`src/hdl/rstctl_params.svh`:
```
`ifndef RSTCTL_PARAMS_SVH
`define RSTCTL_PARAMS_SVH
// register byte addresses on the APB
`define OFF_PIN_MODE     12'h000
`define OFF_FLAGS        12'h004
`define OFF_THRESHOLD    12'h008
`define OFF_FILTER       12'h00C
`define OFF_CONTROL      12'h010
// codes and reset values
`define PIN_MODE_IO      8'h55
`define PIN_MODE_RESET   8'hAA
`define THR_1V7          8'h66
`define THR_1V9          8'h55
`define THR_2V55         8'h33
`define THR_3V15         8'h99
`define THR_3V8          8'hAA
`define THR_DISABLE      8'hF0
`define FILTER_RESET     2'h1
// flag bit positions
`define FLG_PIN_MODE     3
`define FLG_LOW_VOLT     2
`define FLG_THRESHOLD    1
`define FLG_WATCHDOG     0
// software-reset delay in pclk cycles, release delay in slow ticks
`define SRESET_CYCLES    16'h0010
`define RELEASE_TICKS    16'h0010
// reset pulse length in pclk cycles
`define RESET_PULSE      8'h04
`endif

```
`src/hdl/rstctl_pkg.sv`:
```
package rstctl_pkg;
	typedef enum logic [1:0] {
		st_run     = 2'b00,
		st_reset   = 2'b01,
		st_release = 2'b10
	} rst_state_t;
	typedef struct packed {
		logic       pin_mode_fault;
		logic       low_voltage;
		logic       threshold_fault;
	} rst_cause_t;
endpackage

```
`src/hdl/mcu_reset_controller.sv`:
```
// Decided for this implementation: register access over APB and the register offsets.
`timescale 1ns/1ps
`include "rstctl_params.svh"
module mcu_reset_controller
	import rstctl_pkg::*;
(
	// clock and power-on reset
	input  wire logic        pclk,
	input  wire logic        presetn,
	// apb slave
	input  wire logic        psel,
	input  wire logic        penable,
	input  wire logic        pwrite,
	input  wire logic [11:0] paddr,
	input  wire logic [31:0] pwdata,
	output logic      [31:0] prdata,
	output logic             pready,
	output logic             pslverr,
	// pin and supply monitor
	input  wire logic        reset_pin_in,
	input  wire logic        supply_below_threshold,
	input  wire logic        slow_tick,
	input  wire logic        low_power_mode,
	input  wire logic        watchdog_cfg_fault,
	// to the core
	output logic             core_reset,
	output logic             pc_clear,
	output logic             port_preset,
	output logic             reset_pin_selected,
	output logic [2:0]       threshold_level
);

	// register contents
	logic [7:0]  reset_pin_mode;
	logic [3:0]  reset_source_flags;
	logic [7:0]  low_voltage_threshold;
	logic [1:0]  filter_time_select;

	// synchronisers and low-voltage filter
	logic [2:0]  pin_sync;
	logic [2:0]  supply_sync;
	logic        pin_level;
	logic        supply_low;
	logic [7:0]  filter_count;
	logic [7:0]  filter_limit;

	// software-reset delay counters
	logic [15:0] pin_delay;
	logic [15:0] thr_delay;
	logic        pin_pending;
	logic        thr_pending;

	// reset sequencer
	logic [15:0] release_count;
	logic [7:0]  pulse_count;
	logic        por_done;
	logic        pin_hold;
	rst_state_t  state;
	rst_cause_t  cause;

	// decoded conditions
	logic        pin_mode_bad;
	logic        thr_bad;
	logic        lv_enable;
	logic        lv_trip;
	logic        wr_en;
	logic        pin_reset_req;
	logic [3:0]  flag_clear;

	assign wr_en = psel && penable && pwrite;

	// code checks on the guarded registers
	assign pin_mode_bad = (reset_pin_mode != `PIN_MODE_IO) &&
		(reset_pin_mode != `PIN_MODE_RESET);
	always_comb begin
		case (low_voltage_threshold)
		`THR_1V7, `THR_1V9, `THR_2V55, `THR_3V15, `THR_3V8,
		`THR_DISABLE: thr_bad = 1'b0;
		default: thr_bad = 1'b1;
		endcase
	end
	assign lv_enable = (low_voltage_threshold != `THR_DISABLE) &&
		!thr_bad && !low_power_mode;
	assign pin_reset_req = (reset_pin_mode == `PIN_MODE_RESET) &&
		!pin_level;

	// filtered low-voltage condition that asks for a reset
	assign lv_trip = lv_enable &&
		(filter_count == filter_limit);

	// software clear mask, a zero written to a flag bit clears it
	always_comb begin
		flag_clear = 4'h0;
		if (wr_en && paddr == `OFF_FLAGS)
			flag_clear = ~pwdata[3:0];
	end

	// filter length per select code
	always_comb begin
		case (filter_time_select)
		2'h0: filter_limit = 8'h08;
		2'h1: filter_limit = 8'h20;
		2'h2: filter_limit = 8'h40;
		default: filter_limit = 8'h80;
		endcase
	end

	// pin and supply synchronisers, change counts once stages 2 and 3 agree
	always_ff @(posedge pclk or negedge presetn) begin
		if (!presetn) begin
			pin_sync <= 3'h7;
			supply_sync <= 3'h0;
			pin_level <= 1'b1;
			supply_low <= 1'b0;
		end else begin
			pin_sync <= {pin_sync[1:0], reset_pin_in};
			supply_sync <= {supply_sync[1:0], supply_below_threshold};
			if (pin_sync[2] == pin_sync[1])
				pin_level <= pin_sync[2];
			if (supply_sync[2] == supply_sync[1])
				supply_low <= supply_sync[2];
		end
	end

	// low-voltage duration filter in slow-clock ticks
	always_ff @(posedge pclk or negedge presetn) begin
		if (!presetn) begin
			filter_count <= 8'h00;
		end else if (!supply_low || !lv_enable || state != st_run) begin
			filter_count <= 8'h00;
		end else if (slow_tick && filter_count != filter_limit) begin
			filter_count <= filter_count + 8'h01;
		end
	end

	// software-reset delay counters, one request per detection
	always_ff @(posedge pclk or negedge presetn) begin
		if (!presetn) begin
			pin_delay <= 16'h0000;
			thr_delay <= 16'h0000;
			pin_pending <= 1'b0;
			thr_pending <= 1'b0;
		end else begin
			pin_pending <= 1'b0;
			thr_pending <= 1'b0;
			if (!pin_mode_bad || state != st_run)
				pin_delay <= 16'h0000;
			else if (pin_delay != `SRESET_CYCLES) begin
				pin_delay <= pin_delay + 16'h0001;
				if (pin_delay == `SRESET_CYCLES - 16'h0001)
					pin_pending <= 1'b1;
			end
			if (!thr_bad || state != st_run)
				thr_delay <= 16'h0000;
			else if (thr_delay != `SRESET_CYCLES) begin
				thr_delay <= thr_delay + 16'h0001;
				if (thr_delay == `SRESET_CYCLES - 16'h0001)
					thr_pending <= 1'b1;
			end
		end
	end

	// remembers a pin reset until the pin is seen high again, since the
	// pin mode register itself returns to its power-on value in reset
	always_ff @(posedge pclk or negedge presetn) begin
		if (!presetn)
			pin_hold <= 1'b0;
		else if (pin_reset_req)
			pin_hold <= 1'b1;
		else if (pin_level)
			pin_hold <= 1'b0;
	end

	// reset sequencer: pulse, then hold until release delay counted
	always_ff @(posedge pclk or negedge presetn) begin
		if (!presetn) begin
			state <= st_reset;
			cause <= '0;
			pulse_count <= 8'h00;
			release_count <= 16'h0000;
			por_done <= 1'b0;
		end else begin
			case (state)
			st_run: begin
				cause <= '0;
				pulse_count <= 8'h00;
				if (pin_reset_req) begin
					state <= st_reset;
					// a threshold fault maturing now keeps its flag
					cause.threshold_fault <= thr_pending;
				end else if (pin_pending || thr_pending ||
					lv_trip) begin
					state <= st_reset;
					cause.pin_mode_fault <= pin_pending;
					cause.threshold_fault <= thr_pending;
					cause.low_voltage <= !pin_pending && !thr_pending;
				end
			end
			st_reset: begin
				cause <= '0;
				release_count <= 16'h0000;
				if (pulse_count != `RESET_PULSE)
					pulse_count <= pulse_count + 8'h01;
				else if (!pin_reset_req && !pin_hold) begin
					state <= st_release;
					por_done <= 1'b1;
				end
			end
			st_release: begin
				if (pin_reset_req)
					state <= st_reset;
				else if (release_count == `RELEASE_TICKS)
					state <= st_run;
				else if (slow_tick)
					release_count <= release_count + 16'h0001;
			end
			default: state <= st_reset;
			endcase
		end
	end

	// pin mode register
	always_ff @(posedge pclk or negedge presetn) begin
		if (!presetn) begin
			reset_pin_mode <= `PIN_MODE_IO;
		end else if (state == st_reset) begin
			reset_pin_mode <= `PIN_MODE_IO;
		end else if (wr_en && paddr == `OFF_PIN_MODE) begin
			reset_pin_mode <= pwdata[7:0];
		end
	end

	// threshold register, kept across a genuine low-voltage reset
	always_ff @(posedge pclk or negedge presetn) begin
		if (!presetn) begin
			low_voltage_threshold <= `THR_1V7;
		end else if (state == st_run && thr_pending) begin
			low_voltage_threshold <= `THR_1V7;
		end else if (wr_en && paddr == `OFF_THRESHOLD) begin
			low_voltage_threshold <= pwdata[7:0];
		end
	end

	// filter time select
	always_ff @(posedge pclk or negedge presetn) begin
		if (!presetn)
			filter_time_select <= `FILTER_RESET;
		else if (wr_en && paddr == `OFF_FILTER)
			filter_time_select <= pwdata[1:0];
	end

	// sticky flags: set wins over a software clear
	always_ff @(posedge pclk or negedge presetn) begin
		if (!presetn) begin
			reset_source_flags <= 4'h0;
		end else begin
			// clear first, so a set in the same cycle wins
			reset_source_flags <= reset_source_flags & ~flag_clear;
			if (cause.pin_mode_fault)
				reset_source_flags[`FLG_PIN_MODE] <= 1'b1;
			if (cause.low_voltage)
				reset_source_flags[`FLG_LOW_VOLT] <= 1'b1;
			if (cause.threshold_fault)
				reset_source_flags[`FLG_THRESHOLD] <= 1'b1;
			if (watchdog_cfg_fault)
				reset_source_flags[`FLG_WATCHDOG] <= 1'b1;
		end
	end

	// apb read data and handshake, zero wait states
	always_ff @(posedge pclk or negedge presetn) begin
		if (!presetn) begin
			prdata <= 32'h00000000;
			pready <= 1'b0;
			pslverr <= 1'b0;
		end else begin
			pready <= psel && !penable;
			pslverr <= 1'b0;
			prdata <= 32'h00000000;
			if (psel && !penable) begin
				case (paddr)
				`OFF_PIN_MODE: prdata <= {24'h000000, reset_pin_mode};
				`OFF_FLAGS: prdata <= {28'h0000000,
					reset_source_flags};
				`OFF_THRESHOLD:
					prdata <= {24'h000000, low_voltage_threshold};
				`OFF_FILTER: prdata <= {30'h00000000, filter_time_select};
				`OFF_CONTROL: prdata <= {29'h00000000, state == st_run,
					supply_low, reset_pin_selected};
				default: pslverr <= 1'b1;
				endcase
			end
		end
	end

	// outputs toward core and pins
	always_ff @(posedge pclk or negedge presetn) begin
		if (!presetn) begin
			core_reset <= 1'b1;
			pc_clear <= 1'b1;
			port_preset <= 1'b1;
			reset_pin_selected <= 1'b0;
			threshold_level <= 3'h0;
		end else begin
			core_reset <= state != st_run;
			pc_clear <= state != st_run;
			port_preset <= !por_done;
			reset_pin_selected <=
				reset_pin_mode == `PIN_MODE_RESET;
			case (low_voltage_threshold)
			`THR_1V9: threshold_level <= 3'h1;
			`THR_2V55: threshold_level <= 3'h2;
			`THR_3V15: threshold_level <= 3'h3;
			`THR_3V8: threshold_level <= 3'h4;
			`THR_DISABLE: threshold_level <= 3'h7;
			default: threshold_level <= 3'h0;
			endcase
		end
	end

endmodule

```
`config.mk`:
```
export PLATFORM = sky130hd
export DESIGN_NAME = mcu_reset_controller
export DESIGN_NICKNAME = d
export VERILOG_FILES = /design/src/hdl/rstctl_pkg.sv /design/src/hdl/mcu_reset_controller.sv
export VERILOG_INCLUDE_DIRS = /design/src /design/src/hdl
export SDC_FILE = /design/constraint.sdc
export NUM_CORES = 1
export LEC_CHECK = 0
export ABC_AREA = 1
export BUFFER_PORTS_ARGS = -buffer_cell sky130_fd_sc_hd__buf_4
export CAP_MARGIN = 20
export CORE_UTILIZATION = 49
export DETAILED_ROUTE_END_ITERATION = 10
export PLACE_DENSITY = 0.68
export SYNTH_ARGS = -nofsm -noshare
export SYNTH_HDL_FRONTEND = slang
export SYNTH_SLANG_ARGS = --single-unit
```
`constraint.sdc`:
```
create_clock -name pclk -period 1.89 [get_ports pclk]
set_input_delay 0 -clock pclk [delete_from_list [all_inputs] [get_ports pclk]]
set_output_delay 0 -clock pclk [all_outputs]
set_load 0.03 [all_outputs]
```
### After elaboration in Yosys (flattened, before gate mapping)

Index checks and enable logic that the tools add are counted.

| word-level totals | value |
|---|---|
| register bits after elaboration | 143 |
| input bits | 54 |
| word-level logic and storage cells | 170 |

| cells by class | value |
|---|---|
| $add $sub $neg | 5 |
| equality and inequality tests | 36 |
| multiplexer cells | 46 |
| bitwise logic cells | 4 |
| reductions and logical operators | 51 |

Operators by type and width:

| cell | count |
|---|---|
| 16-bit two-way mux | 7 |
| 8-bit two-way mux | 8 |
| 16-bit by 1-bit adder with 16-bit output, second input constant | 3 |
| 8-bit one-hot mux with 5 select lines | 1 |
| 16-bit by 4-bit equality test with 1-bit output, second input constant | 2 |
| 8-bit equality test, second input constant | 4 |
| 16-bit by 5-bit inequality test with 1-bit output, second input constant | 2 |
| 16-bit one-hot mux with 2 select lines | 1 |
| 12-bit by 4-bit equality test with 1-bit output, second input constant | 2 |
| 8-bit one-hot mux with 3 select lines | 1 |
| 2-bit nonzero test | 9 |
| 8-bit by 1-bit adder with 8-bit output, second input constant | 2 |
| 16-bit by 5-bit equality test with 1-bit output, second input constant | 1 |
| 8-bit by 7-bit equality test with 1-bit output, second input constant | 2 |
| 1-bit logical AND | 16 |
| 8-bit inequality test, second input constant | 2 |
| 8-bit one-hot mux with 2 select lines | 1 |
| 1-bit two-way mux | 15 |
| 3-bit one-hot mux with 5 select lines | 1 |
| 2-bit two-way mux | 7 |
| 12-bit by 3-bit equality test with 1-bit output, second input constant | 1 |
| 12-bit by 5-bit equality test with 1-bit output, second input constant | 1 |
| 12-bit zero test | 1 |
| 2-bit inequality test, second input constant | 6 |
| 24 further kinds | 46 |

### Longest topological paths before layout

| logic depth | value |
|---|---|
| depth in word-level cells | 9 |
| depth in mapped cells | 13 |

### Least setup slack after synthesis

Ideal clock, no wire load.

| path | value |
|---|---|
| kind | register -> register |
| from | register state[0] |
| to | register pulse_count[7] |
| arrival time | 1.410 ns |
| data required time | 1.767 ns |
| setup slack | 0.356 ns |
| cell stages (with the launch flop) | 10 |
| cell sequence | dfstp_2 -> inv_2 -> nor2_2 -> inv_2 -> nor2_1 -> nor2_1 -> inv_2 -> nand3_1 -> o21ai_0 -> a21oi_1 |

| between the ends | value |
|---|---|
| word-level cells in the longest chain between the ends | 3 |
| elaborated cells on any way between the ends | 6 |
| those cells by class | eq/ne (2); mux (1); reduce/logical (3) |

RTL lines:

| item | RTL line | RTL |
|---|---|---|
| start: declaration | mcu_reset_controller.sv:58 | `rst_state_t state;` |
| start signal: assignment | mcu_reset_controller.sv:177 | `state <= st_reset;` |
| start signal: assignment | mcu_reset_controller.sv:188 | `state <= st_reset;` |
| start signal: assignment | mcu_reset_controller.sv:193 | `state <= st_reset;` |
| 2-bit by 1-bit equality test with 1-bit output / 2-bit zero test (equally long branches) | mcu_reset_controller.sv:183 | `case (state)` |
| 2-bit inequality test (no source line) / 2-bit nonzero test (equally long branches) | n/a |  |
| 2-bit AND reduction (no source line) | n/a |  |
| end signal: assignment | mcu_reset_controller.sv:203 | `pulse_count <= pulse_count + 8'h01;` |
| end: declaration | mcu_reset_controller.sv:55 | `logic [7:0] pulse_count;` |

Parallel ways exist; a longest one is shown, timed or not.
A chain may end at the register's enable or synchronous reset.

### Worst setup path after layout

| path | value |
|---|---|
| from | register low_voltage_threshold[1] |
| to | register thr_delay[6] |

| between the ends | value |
|---|---|
| word-level cells in the longest chain between the ends | 4 |
| elaborated cells on any way between the ends | 10 |
| those cells by class | eq/ne (6); mux (1); reduce/logical (3) |

RTL lines:

| item | RTL line | RTL |
|---|---|---|
| start: declaration | mcu_reset_controller.sv:36 | `logic [7:0] low_voltage_threshold;` |
| start signal: assignment | mcu_reset_controller.sv:236 | `` low_voltage_threshold <= `THR_1V7; `` |
| start signal: assignment | mcu_reset_controller.sv:238 | `` low_voltage_threshold <= `THR_1V7; `` |
| start signal: assignment | mcu_reset_controller.sv:240 | `low_voltage_threshold <= pwdata[7:0];` |
| 8-bit equality test (tied with other cells) | mcu_reset_controller.sv:76 | `case (low_voltage_threshold)` |
| 6-bit OR reduction * | mcu_reset_controller.sv:76 |  |
| 1-bit logical OR * | mcu_reset_controller.sv:153 | `if (!thr_bad \|\| state != st_run)` |
| 16-bit two-way mux / 2-bit nonzero test (equally long branches) | n/a |  |
| end signal: assignment | mcu_reset_controller.sv:156 | `thr_delay <= thr_delay + 16'h0001;` |
| end: declaration | mcu_reset_controller.sv:49 | `logic [15:0] thr_delay;` |

Every way passes the cells marked *; elsewhere a longest branch is shown, timed or not.

==> out/qor.txt <==
SETUP PATH
--------------------------------------------------------------------------------
Start-to-end type of the worst setup path ......................... flop to flop
Register-to-register setup slack ..................................        90 ps
Delay of the slowest cell on the worst path .......................       580 ps
Data arrival time of the critical path ............................      2120 ps
Most frequent cell on the critical path ........................... sky130_fd_sc_hd__nor2_1
Cell-by-cell trace of the critical path ........................... nor2_1, nand2_1, nor2_1, nor2_1, nand3_2, nor2_4, inv_2, a211oi_1
Req. time, crit path ..............................................      2210 ps
Max stage delay cell, worst path .................................. sky130_fd_sc_hd__dfstp_2
Startpoint class of the critical path .............................         flop
Biggest fanout along the worst timing path ........................           10
Sort of element at the end of the critical path ...................         flop

TIMING
--------------------------------------------------------------------------------
Final critical delay including setup and external delays ..........      1798 ps
Unrepaired setup endpoints after global routing ...................          yes
Clock tree skew after final layout ................................     6.140 ps
Period Utilization, post-route ....................................       0.9515
Least-Margin Pin Slew .............................................     647.1 ps
Final setup violation count .......................................            0
Final setup slack of the worst path ...............................     91.69 ps
Maximum clock frequency ...........................................    556.1 MHz
Worst max-slew margin expressed relative to the limit .............       0.5646
Fin. max-slew vios ................................................            0
Final hold violation count ........................................            0
Final Hold Slack ..................................................     33.13 ps

CELLS AND AREA
--------------------------------------------------------------------------------
Most common library cell in the layout ignoring fill and taps ..... sky130_fd_sc_hd__nand2_1
Final layout net count ............................................          947
Filler cell count .................................................         1053
Ant. Diodes .......................................................            0
Area of the multi-input gates .....................................     2814 um2
Core occupancy in the finished layout .............................       0.6183
Post-synthesis to final-layout area growth ........................       23.17%
Most used cells in the layout excluding fill and tap cells ........ sky130_fd_sc_hd__nand2_1, sky130_fd_sc_hd__inv_1, sky130_fd_sc_hd__dfrtp_1, sky130_fd_sc_hd__nor2_1, sky130_fd_sc_hd__buf_4
Ratio of cells with drive above 1 in the final layout .............       0.1886
Footprint of the flip-flops and latches ...........................     2998 um2

CLOCKING
--------------------------------------------------------------------------------
H-tree Lvls .......................................................            4
Maximum buffer depth of the clock tree ............................            2
Clock tree root driver cell ....................................... sky130_fd_sc_hd__clkbuf_16
Insertion delay of the later-clocked pin in the worst-skew pair ...       420 ps
Clock buffers created by TritonCTS ................................           17
CTS tree ..........................................................         done
Clock sinks .......................................................          119
Clock-pin slew on the worst setup and hold paths ..................        60 ps

GRT
--------------------------------------------------------------------------------
Total overflow reported by the global router ......................            0
Number of antenna violations at the first check in global routing .            0
Most used routing layer ...........................................         met2
GR Util All Layers ................................................       0.2253
Met3 global-route usage ...........................................      0.05126
Routing usage on met1 .............................................       0.2787
Vias in the first global route ....................................         5272
First-pass GRT wire length ........................................     23.41 mm
Routing usage on met2 .............................................       0.3840
Pin count of the biggest net entering global routing ..............           71

SYNTH
--------------------------------------------------------------------------------
Summed instance area of the synthesized netlist ...................     6335 um2
Post-Synthesis Mean Instance Area .................................    8.049 um2
Count of unique library cells instantiated by Yosys ...............           42
Cells after Synth .................................................          787
Leading area contributor after synthesis .......................... sky130_fd_sc_hd__dfrtp_1
Register bit count reported by yosys ..............................          119
Area share of the largest cell type after synthesis ...............       0.4069
Warnings, synthesis ...............................................            0
Post-synthesis sequential area ratio ..............................       0.4732
Cell types occupying the most area after synthesis ................ sky130_fd_sc_hd__dfrtp_1, sky130_fd_sc_hd__nand2_1, sky130_fd_sc_hd__dfstp_2

ROUTE
--------------------------------------------------------------------------------
Via total after detailed routing ..................................         5468
WL final ..........................................................     13.97 mm
1st-pass router iterations ........................................            9
Detailed-route vias per instance ..................................        5.120
DR WL/cell ........................................................     13.08 um
Iteration-0 DRC Markers ...........................................          317
Count of antenna-violating nets left after detailed routing .......            0
Remaining design rule violation count .............................            1

RUN STATUS
--------------------------------------------------------------------------------
Result of the run ................................................. finished with violations
Violations in the final reports ................................... design-rule violations

RUN
--------------------------------------------------------------------------------
Max-capacitance violation count ...................................            0

FLOORPLANNING
--------------------------------------------------------------------------------
I/O pin count .....................................................           95
Floorplan Core Area ...............................................    12620 um2
Die outline width .................................................     115.7 um
Y dimension of the die ............................................     115.7 um
Starting density of the core ......................................       0.5020
Die Area ..........................................................    13390 um2
Rows ..............................................................           41

MIN PATH
--------------------------------------------------------------------------------
Kind of path behind the tightest hold check ....................... input pin to flop

POWER
--------------------------------------------------------------------------------
Power Dens Cells .................................................. 984.3 nW/um2
Total power of the final layout ...................................     7.680 mW
Peak supply drop ..................................................    0.6302 mV
Leakage ...........................................................     3.551 nW

PLACEMENT
--------------------------------------------------------------------------------
Pre-CTS setup slack ...............................................     73.37 ps
Final RePlAce weighted congestion .................................       0.9266
Port Buffer Count .................................................           46
Detailed placer's ending HPWL .....................................     9.941 mm

[Yosys cell counts (all sizes together)]
cell type	count
nor2	89
o311a	1
dfstp	16
nor3	27
maj3	2
xnor2	3
o32ai	1
xor2	8
o211ai	1
inv	115
nor3b	2
buf	28
o311ai	1
nand3	45
dfrtp	103
o22ai	5
a21oi	46
or2	5
and2	1
a22oi	1
clkbuf	1
o21ai	61
nand3b	1
nor4	12
nand4	26
ha	10
conb	1
a211oi	4
nand2	171
[timing repair]
item | 4_1_cts | 5_1_grt
endpoints found under the hold margin | 148 | 0
setup endpoints to repair | 0 | 24
hold buffers | 19 | 0
resized for setup | 0 | 12
buffers inserted | 0 | 6
[sequential cells by signal (all words and copies together), names as in the netlist, 4 cells and up]
register,flops
pin_delay,16
low_voltage_threshold,8
reset_pin_mode,8
filter_count,8
release_count,16
thr_delay,16
prdata,8
pulse_count,8
reset_source_flags,4
[critical path, delay by kind of cell, from the launching register on]
| kind | cells | cell delay [ps] |
|---|---|---|
| buffers and inverters | 1 | 140 |
| flip-flops | 1 | 580 |
| AND/OR/NAND/NOR | 6 | 790 |
| AO/OA/AOI/OAI | 1 | 200 |
[layout make-up]
class	count	area share
Tap cell	172	0.02758
Clock buffer	20	0.05853
Timing Repair Buffer	82	0.08820
Inverter	115	0.05532
Clock inverter	12	0.02550
Sequential cell	119	0.3842
Multi-Input combinational cell	548	0.3606
[per-stage QoR]
stage                     setup TNS [ps]  area, um2  instances
final                                  0       7802       1068
after global routing              -25.47       7802       1068
after CTS                              0       7710       1061
after detailed placement               0       6864       1010
after global placement                 0       6864       1010
after floorplan                        0       6421        810
[metal layers]
layer,up-vias,routed length [um]
met5,-,0
met2,155,6743
met3,24,605
met1,2574,6373
li1,2715,-
met4,0,248
[where the power goes]
| group | internal, mW | leakage (nW) | switching (mW) |
|---|---|---|---|
| Sequential | 2.67 | 1.56 | 0.0833 |
| Combinational | 0.490 | 1.67 | 0.886 |
| Clock | 2.41 | 0.320 | 1.14 |
| Total | 5.57 | 3.55 | 2.11 |
[final timing paths]
path	startpoint	endpoint	depth (start not counted)
setup / recovery	low_voltage_threshold[1]$_DFFE_PN1P_	thr_delay[6]$_DFFE_PN0P_	8
min in group asynchronous	presetn	low_voltage_threshold[4]$_DFFE_PN0P_	2
hold reg to reg	pin_sync[0]$_DFF_PN1_	pin_sync[1]$_DFF_PN1_	0
max in group asynchronous	presetn	pin_sync[2]$_DFF_PN1_	3
setup reg to reg	low_voltage_threshold[1]$_DFFE_PN1P_	thr_delay[6]$_DFFE_PN0P_	8
hold / removal	paddr[4]	prdata[0]$_DFF_PN0_	4
[cells by family after synthesis]
group,share of synthesized area
AND/OR/NAND/NOR,0.2826
AO/OA/AOI/OAI,0.1017
buffers and inverters,0.1037
flip-flops,0.4732
XOR/XNOR,0.01521
other,0.0005920
adder cells (fa/ha/maj),0.02291
(Power assumes the default switching activity.)
